## config.mk

```make
export PLATFORM = sky130hd
export DESIGN_NAME = tas_device_end_flat
export DESIGN_NICKNAME = d
export VERILOG_FILES = /design/src/rtl/tas_pkg.sv /design/src/rtl/tas_link_if.sv /design/src/rtl/tas_device_end.sv /design/src/rtl/tas_sync2.sv /design/src/flat_wrapper.sv
export VERILOG_INCLUDE_DIRS = /design/src /design/src/rtl
export SDC_FILE = /design/constraint.sdc
export NUM_CORES = 1
export LEC_CHECK = 0
export ABC_CLOCK_PERIOD_IN_PS = 5300
export CAP_MARGIN = 20
export CORE_MARGIN = 5
export CORE_UTILIZATION = 50
export DETAILED_ROUTE_END_ITERATION = 10
export DONT_BUFFER_PORTS = 1
export GPL_TIMING_DRIVEN = 0
export PLACE_DENSITY = 0.66
export SETUP_SLACK_MARGIN = 0.15
export SLEW_MARGIN = 40
export SYNTH_ARGS = -nofsm -noshare
export SYNTH_HDL_FRONTEND = slang
export SYNTH_SLANG_ARGS = --single-unit
```

## constraint.sdc

```tcl
create_clock -name clk_i -period 5.3 [get_ports clk_i]
set_input_delay 0.53 -clock clk_i [delete_from_list [all_inputs] [get_ports clk_i]]
set_output_delay 0.53 -clock clk_i [all_outputs]
set_load 0.02 [all_outputs]
```

## src/rtl/tas_consts.svh

```systemverilog
// Constants of the touch converter serial link: control byte fields,
// channel classes, host timing and host register map.
// Assumes inclusion by bare name from the modules and the bench.
`ifndef TAS_CONSTS_SVH
`define TAS_CONSTS_SVH
// Control byte field positions
`define TAS_CB_START 7
`define TAS_CB_CH_HI 6
`define TAS_CB_CH_LO 4
`define TAS_CB_MODE 3
`define TAS_CB_SER 2
`define TAS_CB_PD1 1
`define TAS_CB_PD0 0
`define TAS_CTRL_RST 8'h00
// Receiver bit counts after the start bit
`define TAS_RX_CH_DONE 3'h2
`define TAS_RX_ACQ_FROM 3'h3
`define TAS_RX_LAST 3'h6
// Channels that measure position or pressure (one bit per channel code)
`define TAS_POS_CH_MASK 8'h3A
`define TAS_NBITS_8 4'h8
// Host timing
`define TAS_CLK_PERIOD_NS 100
`define TAS_SCLK_PERIOD_NS 800
`define TAS_SCLK_HALF ((`TAS_SCLK_PERIOD_NS) / (2 * `TAS_CLK_PERIOD_NS))
`define TAS_XFER_LAST 5'h17
`define TAS_CAP_FIRST 5'h09
// Host registers
`define TAS_REG_CMD 4'h0
`define TAS_REG_STATUS 4'h4
`define TAS_REG_RESULT 4'h8
`define TAS_ST_ACTIVE 0
`define TAS_ST_DONE 1
`define TAS_ST_TOUCH 2
`endif

```

## src/rtl/tas_pkg.sv

```systemverilog
// Types shared by both ends of the touch converter serial link.
// Assumes nothing beyond the constants header.
package tas_pkg;
   typedef enum logic [1:0] {
      PH_IDLE = 2'h0,
      PH_ACQ = 2'h1,
      PH_BUSY = 2'h2,
      PH_DATA = 2'h3
   } tas_phase_t;
   typedef enum logic [2:0] {
      HS_IDLE = 3'h0,
      HS_LEAD = 3'h1,
      HS_LOW = 3'h2,
      HS_HIGH = 3'h3,
      HS_TAIL = 3'h4
   } tas_hstate_t;
endpackage : tas_pkg

```

## src/rtl/tas_link_if.sv

```systemverilog
// Serial link between the touch converter and its host.
// Assumes the bench resolves the two-way wires from the enables.
`timescale 1ns/100ps
`default_nettype none
interface tas_link_if;
   logic cs_n;
   logic sclk;
   logic din;
   logic dout;
   logic dout_oe;
   logic busy;
   logic busy_oe;
   logic touch_irq_n;
   modport dev (
      input cs_n, sclk, din,
      output dout, dout_oe, busy, busy_oe, touch_irq_n
   );
   modport host (
      output cs_n, sclk, din,
      input dout, dout_oe, busy, busy_oe, touch_irq_n
   );
endinterface : tas_link_if
`default_nettype wire

```

## src/rtl/tas_device_end.sv

```systemverilog
// Converter end: control byte receiver, conversion sequencer,
// result shifter, panel driver and touch interrupt control.
// Assumes the host makes the serial clock and select; all link inputs
// are sampled by clk_i.
// Overview of operation
// - Take input on rising, update output falling
// - Drive output and busy only while selected
// - Raise busy on falling edge starting conversion
// - Overlapped next byte allows 15-clock conversions
// - Result straight binary, most significant first
// - Eight-bit mode ends four clocks sooner
// - Power bit one keeps converter powered
// - Single-ended: panel drivers on acquisition only
// - Differential: drivers on acquisition and conversion
// - Deselect powers down, abandons conversion
// - Deselect leaves reference power unchanged
// - Power-down: Y minus on, touch drives interrupt
// - Position measurement disconnects X plus pull-up
// - Position measurement holds interrupt low
// - Other measurements hold interrupt high
// - Power bit one disables touch detection
// - Touch detection returns at end of conversion
// - Host masks interrupt while sending bytes
// - Start bit begins eight-bit control byte
// - Mode bit low twelve, high eight bits
// - Reference bit high single-ended, low differential
// - Power field decoded into four modes
`timescale 1ns/100ps
`default_nettype none
`include "tas_consts.svh"
module tas_device_end import tas_pkg::*; #(
   parameter int RES_W = 12
) (
   input wire logic clk_i,
   input wire logic sys_rst_i,
   tas_link_if.dev link,
   input wire logic [RES_W-1:0] sample_value_i,
   input wire logic touch_sense_i,
   output logic [2:0] channel_o,
   output logic panel_drive_o,
   output logic y_minus_drive_o,
   output logic xp_pullup_en_o,
   output logic adc_powered_o,
   output logic ref_powered_o
);
   if (RES_W < 8 || RES_W > 15) begin : g_chk
      $error("RES_W must lie between 8 and 15");
   end
   logic [3:0] sync_w;
   logic sclk_s;
   logic cs_n_s;
   logic din_s;
   logic touch_s;
   logic sclk_d_reg;
   logic sclk_rise;
   logic sclk_fall;
   logic selected;
   tas_sync2 #(.WIDTH(4), .RST_VAL(4'h5)) u_sync (
      .clk_i(clk_i),
      .sys_rst_i(sys_rst_i),
      .d_i({link.sclk, link.cs_n, link.din, touch_sense_i}),
      .q_o(sync_w)
   );
   assign {sclk_s, cs_n_s, din_s, touch_s} = sync_w;
   always_ff @(posedge clk_i or posedge sys_rst_i) begin
      if (sys_rst_i) begin
         sclk_d_reg <= 1'h0;
      end else begin
         sclk_d_reg <= sclk_s;
      end
   end
   assign selected = ~cs_n_s;
   assign sclk_rise = selected & sclk_s & ~sclk_d_reg;
   assign sclk_fall = selected & ~sclk_s & sclk_d_reg;

   // Control byte receiver
   tas_phase_t phase_reg;
   logic rx_active_reg;
   logic [2:0] rx_cnt_reg;
   logic [5:0] rx_sr_reg;
   logic [2:0] rx_ch_reg;
   logic [7:0] ctrl_reg;
   logic rx_accept;
   logic byte_done;

   // New byte may overlap the result of the previous one
   assign rx_accept = (phase_reg == PH_IDLE) || (phase_reg == PH_DATA);
   assign byte_done = sclk_rise & rx_active_reg &
                      (rx_cnt_reg == `TAS_RX_LAST);

   always_ff @(posedge clk_i or posedge sys_rst_i) begin
      if (sys_rst_i) begin
         rx_active_reg <= 1'h0;
         rx_cnt_reg <= 3'h0;
         rx_sr_reg <= 6'h00;
         rx_ch_reg <= 3'h0;
      end else if (!selected) begin
         rx_active_reg <= 1'h0;
         rx_cnt_reg <= 3'h0;
      end else if (sclk_rise) begin
         if (!rx_active_reg) begin
            // Low bits before the start bit are ignored
            rx_active_reg <= rx_accept & din_s;
            rx_cnt_reg <= 3'h0;
         end else begin
            rx_sr_reg <= {rx_sr_reg[4:0], din_s};
            rx_cnt_reg <= rx_cnt_reg + 3'h1;
            if (rx_cnt_reg == `TAS_RX_CH_DONE) begin
               rx_ch_reg <= {rx_sr_reg[1:0], din_s};
            end
            if (byte_done) begin
               rx_active_reg <= 1'h0;
            end
         end
      end
   end

   // Last complete control byte; not cleared by deselect
   always_ff @(posedge clk_i or posedge sys_rst_i) begin
      if (sys_rst_i) begin
         ctrl_reg <= `TAS_CTRL_RST;
      end else if (byte_done) begin
         ctrl_reg <= {1'h1, rx_sr_reg, din_s};
      end
   end

   // Conversion sequencer and result shifter
   logic busy_reg;
   logic dout_reg;
   logic [3:0] bit_cnt_reg;
   logic [RES_W-1:0] res_reg;
   logic [2:0] conv_ch_reg;
   logic conv_ser_reg;
   logic conv_on_reg;
   logic ref_on_reg;
   logic eoc;
   logic [3:0] nbits;

   // Mode bit high selects the short conversion
   assign nbits = ctrl_reg[`TAS_CB_MODE] ? `TAS_NBITS_8 : 4'(RES_W);
   // End of conversion: falling edge after bit 1 went out
   assign eoc = sclk_fall & (phase_reg == PH_DATA) & (bit_cnt_reg == 4'h1);

   always_ff @(posedge clk_i or posedge sys_rst_i) begin
      if (sys_rst_i) begin
         phase_reg <= PH_IDLE;
         busy_reg <= 1'h0;
         dout_reg <= 1'h0;
         bit_cnt_reg <= 4'h0;
         res_reg <= '0;
         conv_ch_reg <= 3'h0;
         conv_ser_reg <= 1'h0;
      end else if (!selected) begin
         // Abandon conversion at once
         phase_reg <= PH_IDLE;
         busy_reg <= 1'h0;
         dout_reg <= 1'h0;
      end else if (byte_done) begin
         phase_reg <= PH_ACQ;
         conv_ch_reg <= rx_ch_reg;
         conv_ser_reg <= rx_sr_reg[1];
      end else if (sclk_fall) begin
         case (phase_reg)
            PH_ACQ: begin
               busy_reg <= 1'h1;
               res_reg <= sample_value_i;
               bit_cnt_reg <= nbits - 4'h1;
               phase_reg <= PH_BUSY;
            end
            PH_BUSY: begin
               busy_reg <= 1'h0;
               dout_reg <= res_reg[RES_W-1];
               res_reg <= {res_reg[RES_W-2:0], 1'h0};
               phase_reg <= PH_DATA;
            end
            PH_DATA: begin
               if (bit_cnt_reg == 4'h0) begin
                  dout_reg <= 1'h0;
                  phase_reg <= PH_IDLE;
               end else begin
                  dout_reg <= res_reg[RES_W-1];
                  res_reg <= {res_reg[RES_W-2:0], 1'h0};
                  bit_cnt_reg <= bit_cnt_reg - 4'h1;
               end
            end
            default: begin
               dout_reg <= 1'h0;
            end
         endcase
      end
   end

   // Conversion activity and reference power latch
   always_ff @(posedge clk_i or posedge sys_rst_i) begin
      if (sys_rst_i) begin
         conv_on_reg <= 1'h0;
         ref_on_reg <= 1'h0;
      end else if (!selected) begin
         conv_on_reg <= 1'h0;
      end else if (sclk_fall && phase_reg == PH_ACQ) begin
         conv_on_reg <= 1'h1;
         ref_on_reg <= ctrl_reg[`TAS_CB_PD1];
      end else if (eoc) begin
         conv_on_reg <= 1'h0;
      end
   end

   // Touch detection enable
   logic pen_en_reg;
   always_ff @(posedge clk_i or posedge sys_rst_i) begin
      if (sys_rst_i) begin
         pen_en_reg <= 1'h1;
      end else if (byte_done && din_s) begin
         pen_en_reg <= 1'h0;
      end else if (eoc && !ctrl_reg[`TAS_CB_PD0]) begin
         pen_en_reg <= 1'h1;
      end
   end

   // Panel, interrupt and power outputs
   logic acq;
   logic measuring;
   logic [2:0] act_ch;
   logic pos_ch;
   logic pen_path;
   logic [7:0] pos_mask;

   assign pos_mask = `TAS_POS_CH_MASK;
   assign acq = (rx_active_reg & (rx_cnt_reg >= `TAS_RX_ACQ_FROM)) |
                (phase_reg == PH_ACQ);
   assign measuring = selected & (acq | conv_on_reg);
   assign act_ch = acq ? rx_ch_reg : conv_ch_reg;
   assign pos_ch = pos_mask[act_ch];
   assign pen_path = ~measuring & pen_en_reg & ~ctrl_reg[`TAS_CB_PD0];
   always_ff @(posedge clk_i or posedge sys_rst_i) begin
      if (sys_rst_i) begin
         link.dout <= 1'h0;
         link.busy <= 1'h0;
         link.dout_oe <= 1'h0;
         link.busy_oe <= 1'h0;
         link.touch_irq_n <= 1'h1;
         channel_o <= 3'h0;
         panel_drive_o <= 1'h0;
         y_minus_drive_o <= 1'h0;
         xp_pullup_en_o <= 1'h1;
         adc_powered_o <= 1'h0;
         ref_powered_o <= 1'h0;
      end else begin
         link.dout <= dout_reg;
         link.busy <= busy_reg;
         link.dout_oe <= selected;
         link.busy_oe <= selected;
         if (measuring) begin
            link.touch_irq_n <= ~pos_ch;
         end else if (pen_path) begin
            link.touch_irq_n <= touch_s;
         end else begin
            link.touch_irq_n <= 1'h1;
         end
         channel_o <= act_ch;
         // Drivers follow the reference mode
         panel_drive_o <= measuring & pos_ch & (acq | ~conv_ser_reg);
         y_minus_drive_o <= pen_path;
         xp_pullup_en_o <= ~(measuring & pos_ch);
         // Full power or power-down between conversions
         adc_powered_o <= selected & (measuring | ctrl_reg[`TAS_CB_PD0]);
         ref_powered_o <= ref_on_reg;
      end
   end
endmodule : tas_device_end
`default_nettype wire

```

## src/rtl/tas_sync2.sv

```systemverilog
// Two flip-flop synchroniser for levels from another clock domain.
// Assumes single-bit levels; no bus coherence across bits.
`timescale 1ns/100ps
`default_nettype none
module tas_sync2 #(
   parameter int WIDTH = 1,
   parameter logic [WIDTH-1:0] RST_VAL = '0
) (
   input wire logic clk_i,
   input wire logic sys_rst_i,
   input wire logic [WIDTH-1:0] d_i,
   output logic [WIDTH-1:0] q_o
);
   logic [WIDTH-1:0] meta_reg;
   logic [WIDTH-1:0] sync_reg;

   always_ff @(posedge clk_i or posedge sys_rst_i) begin
      if (sys_rst_i) begin
         meta_reg <= RST_VAL;
         sync_reg <= RST_VAL;
      end else begin
         meta_reg <= d_i;
         sync_reg <= meta_reg;
      end
   end

   assign q_o = sync_reg;
endmodule : tas_sync2
`default_nettype wire

```

## src/flat_wrapper.sv

```systemverilog
// flat-port wrapper written by rule: the top's interface ports become plain ports
module tas_device_end_flat import tas_pkg::*;
#(
   parameter int RES_W = 12
)
  (clk_i, sys_rst_i, sample_value_i, touch_sense_i, channel_o, panel_drive_o, y_minus_drive_o, xp_pullup_en_o, adc_powered_o, ref_powered_o, link_cs_n, link_sclk, link_din, link_dout, link_dout_oe, link_busy, link_busy_oe, link_touch_irq_n);
  tas_link_if link_i ();
  input wire logic clk_i;
  input wire logic sys_rst_i;
  input wire logic [RES_W-1:0] sample_value_i;
  input wire logic touch_sense_i;
  output logic [2:0] channel_o;
  output logic panel_drive_o;
  output logic y_minus_drive_o;
  output logic xp_pullup_en_o;
  output logic adc_powered_o;
  output logic ref_powered_o;
  input wire logic [$bits(link_i.cs_n)-1:0] link_cs_n;
  input wire logic [$bits(link_i.sclk)-1:0] link_sclk;
  input wire logic [$bits(link_i.din)-1:0] link_din;
  output wire logic [$bits(link_i.dout)-1:0] link_dout;
  output wire logic [$bits(link_i.dout_oe)-1:0] link_dout_oe;
  output wire logic [$bits(link_i.busy)-1:0] link_busy;
  output wire logic [$bits(link_i.busy_oe)-1:0] link_busy_oe;
  output wire logic [$bits(link_i.touch_irq_n)-1:0] link_touch_irq_n;
  assign link_i.cs_n = link_cs_n;
  assign link_i.sclk = link_sclk;
  assign link_i.din = link_din;
  assign link_dout = link_i.dout;
  assign link_dout_oe = link_i.dout_oe;
  assign link_busy = link_i.busy;
  assign link_busy_oe = link_i.busy_oe;
  assign link_touch_irq_n = link_i.touch_irq_n;
  tas_device_end #(.RES_W(RES_W)) u_core (.clk_i(clk_i), .sys_rst_i(sys_rst_i), .link(link_i), .sample_value_i(sample_value_i), .touch_sense_i(touch_sense_i), .channel_o(channel_o), .panel_drive_o(panel_drive_o), .y_minus_drive_o(y_minus_drive_o), .xp_pullup_en_o(xp_pullup_en_o), .adc_powered_o(adc_powered_o), .ref_powered_o(ref_powered_o));
endmodule
```

==> flow_metrics.tcl, run 1 <==
set metrics [dict create \
    outcome "complete, no violations" \
    synth_area_um2 2710 \
    min_period_over_period_pct 42.0 \
    postCtsHoldBufs 0 \
    synthMostInstantiatedCell "dfrtp_1" \
    synth_area_leaders "dfrtp_1 50%, mux2_2 7.1%, dfstp_2 6.8%" \
    start_util_pct 52.3 \
    final_max_slew_viol_count 0 \
    cap_violations 0 \
    min_path_type "in2async" \
    synth_edf_count 0 \
    worst_pin_slew_ns 0.630 \
    yosysUniqueCellTypes 38 \
    peakVddDrop_mv 0.229 \
    worstPathCellList "ha_1, ha_1, a211o_1, a21oi_1, mux2i_1, a21boi_0" \
    cts_buffers 9 \
    worstSkewPairLatency_ns 0.34 \
    io_pins 31 \
    cp_max_fo 6 \
    syn_nets 252 \
    p_total_mw 0.909 \
    final.setup.tns_ns 0 \
    setup_slack_ns 3.07 \
    cpPeakStageDelay_ns 0.53 \
    synth_area_per_cell_um2 12.0 \
    design_area_um2 3010 \
    portBuffers 0 \
    via_per_inst 5.38 \
    crit_type "reg2reg" \
    skew_ns 0.0102 \
    setup_viol 0 \
    synthTopCellsByCount "54 x dfrtp_1, 21 x nor2_1, 17 x mux2_2" \
    dp_hpwl_mm 3.42 \
    hold_viol_final 0 \
    drtAntennaViolNets 0 \
    overflow 0 \
    antenna_found_initial 0 \
    slew_headroom_pct 58.0 \
    finalNetCount 264 \
    ys_seq_area_share_pct 56.7 \
    drt-initial-drc-count 106 \
    synth_top_area_share_pct 49.9 \
    finalCriticalPeriod_ns 2.23 \
    crit_top_cell "ha_1" \
    cts_root_buffer "clkbuf_8" \
    cp_data_required_time_ns 5.56 \
    drc 0 \
    crit_slowest_cell "a21oi_1" \
    worstSetupStartpointType "flop" \
    first_global_vias 1797 \
    cts_tree "built" \
    die_w_um 83.6 \
    largest_reg_flops 12 \
    num_vias 1678 \
    synth.largest_area_cell "dfrtp_1" \
    async_flop_share_pct 100 \
    ys_seq_elements 61 \
    avgRoutedWirePerCell_um 15.7 \
    pre_cts_slack_ns 3.08 \
    post_cts_buffers 0 \
    die_h_um 83.6 \
    grt_setup_unrepaired "false" \
    drt-total-wl_mm 4.90 \
    clock_sinks 61 \
    place_congestion 0.848 \
    max_freq_ghz 0.449 \
    yosysWarnings 0 \
    area_growth_pct 11.1 \
    placed_area_um2 2820 \
    p_leak_nw 1.36 \
    grt_pass1_wl_mm 8.58 \
    cts.reportedPaths.clkPinSlew_ns 0.07 \
    antennaDiodeCount 0 \
    ctsResizeCount 0 \
    grt_max_degree 34 \
    cts_buffer_depth 2 \
    die_area_um2 6980 \
    syn_inst 225 \
    core_area_um2 5170 \
    synthFlopType "dfrtp_1" \
    power.density_nw_per_um2 302 \
    end_kind "flop" \
    htree_levels 3 \
    dr.pass1.iters 5 \
    arrival_ns 2.48 \
    drive_gt1_share_pct 24.0 \
    rows 26 \
    track_usage_pct 15.6 \
]
[through the flow]
stage          hold WS [ns]  utilization, %  std cells
2_1_floorplan         0.331               -        225
3_3_place_gp          0.333            54.0        295
3_5_place_dp          0.337            54.5        296
4_1_cts              0.0519            58.2        312
5_1_grt              0.0627            58.2        312
6_report             0.0448            58.2        312
[kinds of logic (layout without fill, tap and decap cells)]
logic type / count (synthesis) / count (layout) / synth area share (%)
muxes: 29 / 29 / 11.5
DFF: 61 / 61 / 56.7
buffers and inverters: 21 / 38 / 3.79
and+or+nand+nor: 52 / 52 / 9.66
AOI/OAI and AO/OA: 53 / 53 / 14.1
adders and majority gates: 9 / 9 / 4.16
[report_power, final]
group | switching (mW) | leakage (nW) | internal [mW]
logic | 0.0183 | 0.509 | 0.00927
clock network | 0.174 | 0.103 | 0.227
registers | 0.00659 | 0.750 | 0.474
total | 0.199 | 1.36 | 0.710
[path summary, 6_finish.rpt]
| check | start | endpoint | slack, ns | cells past startpoint |
|---|---|---|---|---|
| min in group clk_i | touch_sense_i | u_core.u_sync.meta_reg[0]$_DFF_PP1_ | 0.19 | 0 |
| max | u_core.rx_cnt_reg[0]$_DFFE_PP0P_ | u_core.link.touch_irq_n$_DFF_PP1_ | 3.07 | 6 |
| max reg2reg | u_core.rx_cnt_reg[0]$_DFFE_PP0P_ | u_core.link.touch_irq_n$_DFF_PP1_ | 3.07 | 6 |
| min reg2reg | u_core.u_sync.meta_reg[1]$_DFF_PP0_ | u_core.u_sync.q_o[1]$_DFF_PP0_ | 0.35 | 0 |
| min | sys_rst_i | u_core.res_reg[7]$_DFFE_PP0P_ | 0.04 | 1 |
| max in group asynchronous | sys_rst_i | u_core.pen_en_reg$_DFFE_PP1P_ | 4.69 | 2 |
[per-layer routing]
layer	vias to the layer above	share of wire [%]	global-route usage, %
met5	-	0	0
met4	0	2.3	9.06
met3	9	3.7	4.05
met2	26	45	23.2
met1	821	49	20.4
li1	822	-	-
[worst max-delay path, delay by kind of cell, from the launching register on]
kind	cells	cell delay, ns
AOI/OAI and AO/OA	3	0.99
DFF	1	0.42
adders and majority gates	2	0.39
muxes	1	0.34
[cells in the final DEF, fill, tap and decap left out, types with 2 or more instances in the layout]
cell and n:
a211o_1 2, a211oi_1 6, a21boi_0 2, a21oi_1 14
a21oi_2 8, a31oi_1 5, and2_1 2, buf_4 2
buf_6 2, clkbuf_1 4, clkbuf_8 10, clkinv_2 4
dfrtp_1 54, dfstp_2 7, ha_1 9, inv_1 12
mux2_2 17, mux2i_1 12, nand2_1 6, nand2b_1 5
nand3_1 4, nand3b_1 4, nor2_1 21, nor2b_1 2
nor3_1 3, nor3b_1 2, o21ai_0 7
[final cells by class]
class / instances / area [µm²]
sequential: 61 / 1540
multi-input combinational: 143 / 1070
tap: 70 / 87.6
inverter: 13 / 51.3
buffer: 8 / 53.8
clock buffer: 11 / 141
fill: 430 / 2160
timing repair buffer: 1 / 20.0
clock inverter: 5 / 50.0
(Power assumes the default switching activity.)
==> run 2, diff against run 1 <==
ABC_CLOCK_PERIOD_IN_PS = 1950   (was 5300)
PLACE_DENSITY = 0.69   (was 0.66)
clock period = 1.95 ns   (was 5.3 ns; I/O delays follow)
==> run 2 against run 1 <==
Effect of this change: highest routed layer unchanged; largest cell class unchanged; first-iteration DRC count rose by 23%; largest power group unchanged; fmax rose by 22%; global-route usage shrank 0.24 points; utilization rose by 3.7 points; combinational power grew to 3.3 times the previous value; hold slack gained 0.019 ns; non-clock buffer count grew 17; sequential power rose to 2.7 times the previous value.
==> flow_metrics.tcl, run 2 (synthesis results as in run 1) <==
set metrics [dict create \
    dr.pass1.iters 4 \
    drt-total-wl_mm 5.15 \
    multiInputGateArea_um2 1120 \
    slew_headroom_pct 68.4 \
    placed_area_um2 2820 \
    io_pins 31 \
    peakVddDrop_mv 0.504 \
    clock_sinks 61 \
    max_freq_ghz 0.546 \
    min_path_type "in2reg" \
    cap_violations 0 \
    die_w_um 83.6 \
    largest_reg_flops 12 \
    cts_tree "built" \
    cp_max_fo 4 \
    die_area_um2 6980 \
    skew_ns 0.00989 \
    layout_commonest_cell "dfrtp_1" \
    final_max_slew_viol_count 0 \
    design_area_um2 3200 \
    area_growth_pct 18.2 \
    finalCriticalPeriod_ns 1.83 \
    portBuffers 0 \
    cts_root_buffer "clkbuf_8" \
    drive_gt1_share_pct 32.0 \
    antennaDiodeCount 0 \
    antenna_found_initial 0 \
    core_area_um2 5170 \
    avgRoutedWirePerCell_um 15.7 \
    drtAntennaViolNets 0 \
    overflow 0 \
    via_per_inst 5.33 \
    grt_setup_unrepaired "true" \
    rows 26 \
    setup_viol 0 \
    crit_type "reg2reg" \
    cts.reportedPaths.clkPinSlew_ns 0.08 \
    drc 0 \
    cts_buffers 9 \
    worst_pin_slew_ns 0.473 \
    p_leak_nw 1.45 \
    power.density_nw_per_um2 747 \
    n_fill_cell 405 \
    worstSetupStartpointType "flop" \
    first_global_vias 1801 \
    worstSkewPairLatency_ns 0.34 \
    hold_viol_final 0 \
    min_period_over_period_pct 93.9 \
    register_area_um2 1540 \
    track_usage_pct 15.3 \
    final.setup.tns_ns 0 \
    die_h_um 83.6 \
    finalNetCount 281 \
    drt-initial-drc-count 130 \
    grt_max_degree 33 \
    start_util_pct 52.3 \
    cts_buffer_depth 2 \
    arrival_ns 2.06 \
    outcome "complete, no violations" \
    num_vias 1752 \
    grt_pass1_wl_mm 8.48 \
    htree_levels 3 \
    dp_hpwl_mm 3.39 \
    end_kind "flop" \
    r2r_setup_slack_ns 0.12 \
    cp_data_required_time_ns 2.18 \
    final_cell_mix "52 x dfrtp_1, 19 x nor2_1, 14 x mux2_2" \
    place_congestion 0.839 \
]
run 2: critical path: stages, from the launching register on:
cell and delay, ns:
dfrtp_1 0.40, ha_2 0.19, ha_2 0.16, a211o_1 0.31, a21oi_4 0.22, buf_6 0.15
mux2_4 0.29
run 2: final cells by class:
type	count	area share, %
sequential	61	48.1
multi-input combinational	143	34.9
timing repair buffer	18	5.12
clock buffer	9	3.87
tap	70	2.74
buffer	8	2.15
inverter	13	1.60
clock inverter	7	1.56
run 2: timing repair:
action | CTS | global route
endpoints found under the setup margin | 18 | 31
cloned | 0 | 1
buffers inserted | 1 | 9
hold buffers | 6 | 0
hold endpoints to repair | 34 | 0
pin swaps | 2 | 7
gates resized for setup | 4 | 22
run 2: metrics by stage:
step / power (mW) / instances / utilization, % / hold slack [ns] / setup WS [ns]
floorplan: 1.38 / 225 / - / 0.199 / 0.191
global placement: 1.40 / 295 / 54.1 / 0.200 / -0.334
detailed placement: 1.41 / 296 / 54.5 / 0.0819 / 0.00917
CTS: 2.41 / 319 / 59.5 / 0.0438 / 0.106
global route: 2.49 / 329 / 61.9 / 0.0339 / 0.0610
finish: 2.39 / 329 / 61.9 / 0.0634 / 0.118
run 2: path summary, 6_finish.rpt:
path / startpoint / end / cells after the start
worst max-delay path: u_core.rx_cnt_reg[1]$_DFFE_PP0P_ / u_core.channel_o[2]$_DFF_PP0_ / 6
worst min-delay path: sample_value_i[9] / u_core.res_reg[9]$_DFFE_PP0P_ / 2
worst max register to register: u_core.rx_cnt_reg[1]$_DFFE_PP0P_ / u_core.channel_o[2]$_DFF_PP0_ / 6
worst min register to register: u_core.u_sync.meta_reg[1]$_DFF_PP0_ / u_core.u_sync.q_o[1]$_DFF_PP0_ / 0
max in group asynchronous: sys_rst_i / u_core.pen_en_reg$_DFFE_PP1P_ / 3
min in group asynchronous: sys_rst_i / u_core.ctrl_reg[1]$_DFFE_PP0P_ / 2
run 2: metal layers:
| metal | vias up | part of all wire [%] | wire length (µm) | GRT usage, % |
|---|---|---|---|---|
| li1 | 853 | - | - | - |
| met1 | 861 | 47 | 2420 | 19.8 |
| met2 | 31 | 47 | 2410 | 23.4 |
| met3 | 7 | 5.1 | 262 | 6.71 |
| met4 | 0 | 1.2 | 64 | 4.39 |
| met5 | - | 0 | 0 | 0 |
run 2: power by group:
part           internal (mW)  switching, mW
clock network          0.461          0.530
registers               1.29         0.0179
logic                 0.0382         0.0540
total                   1.79          0.602
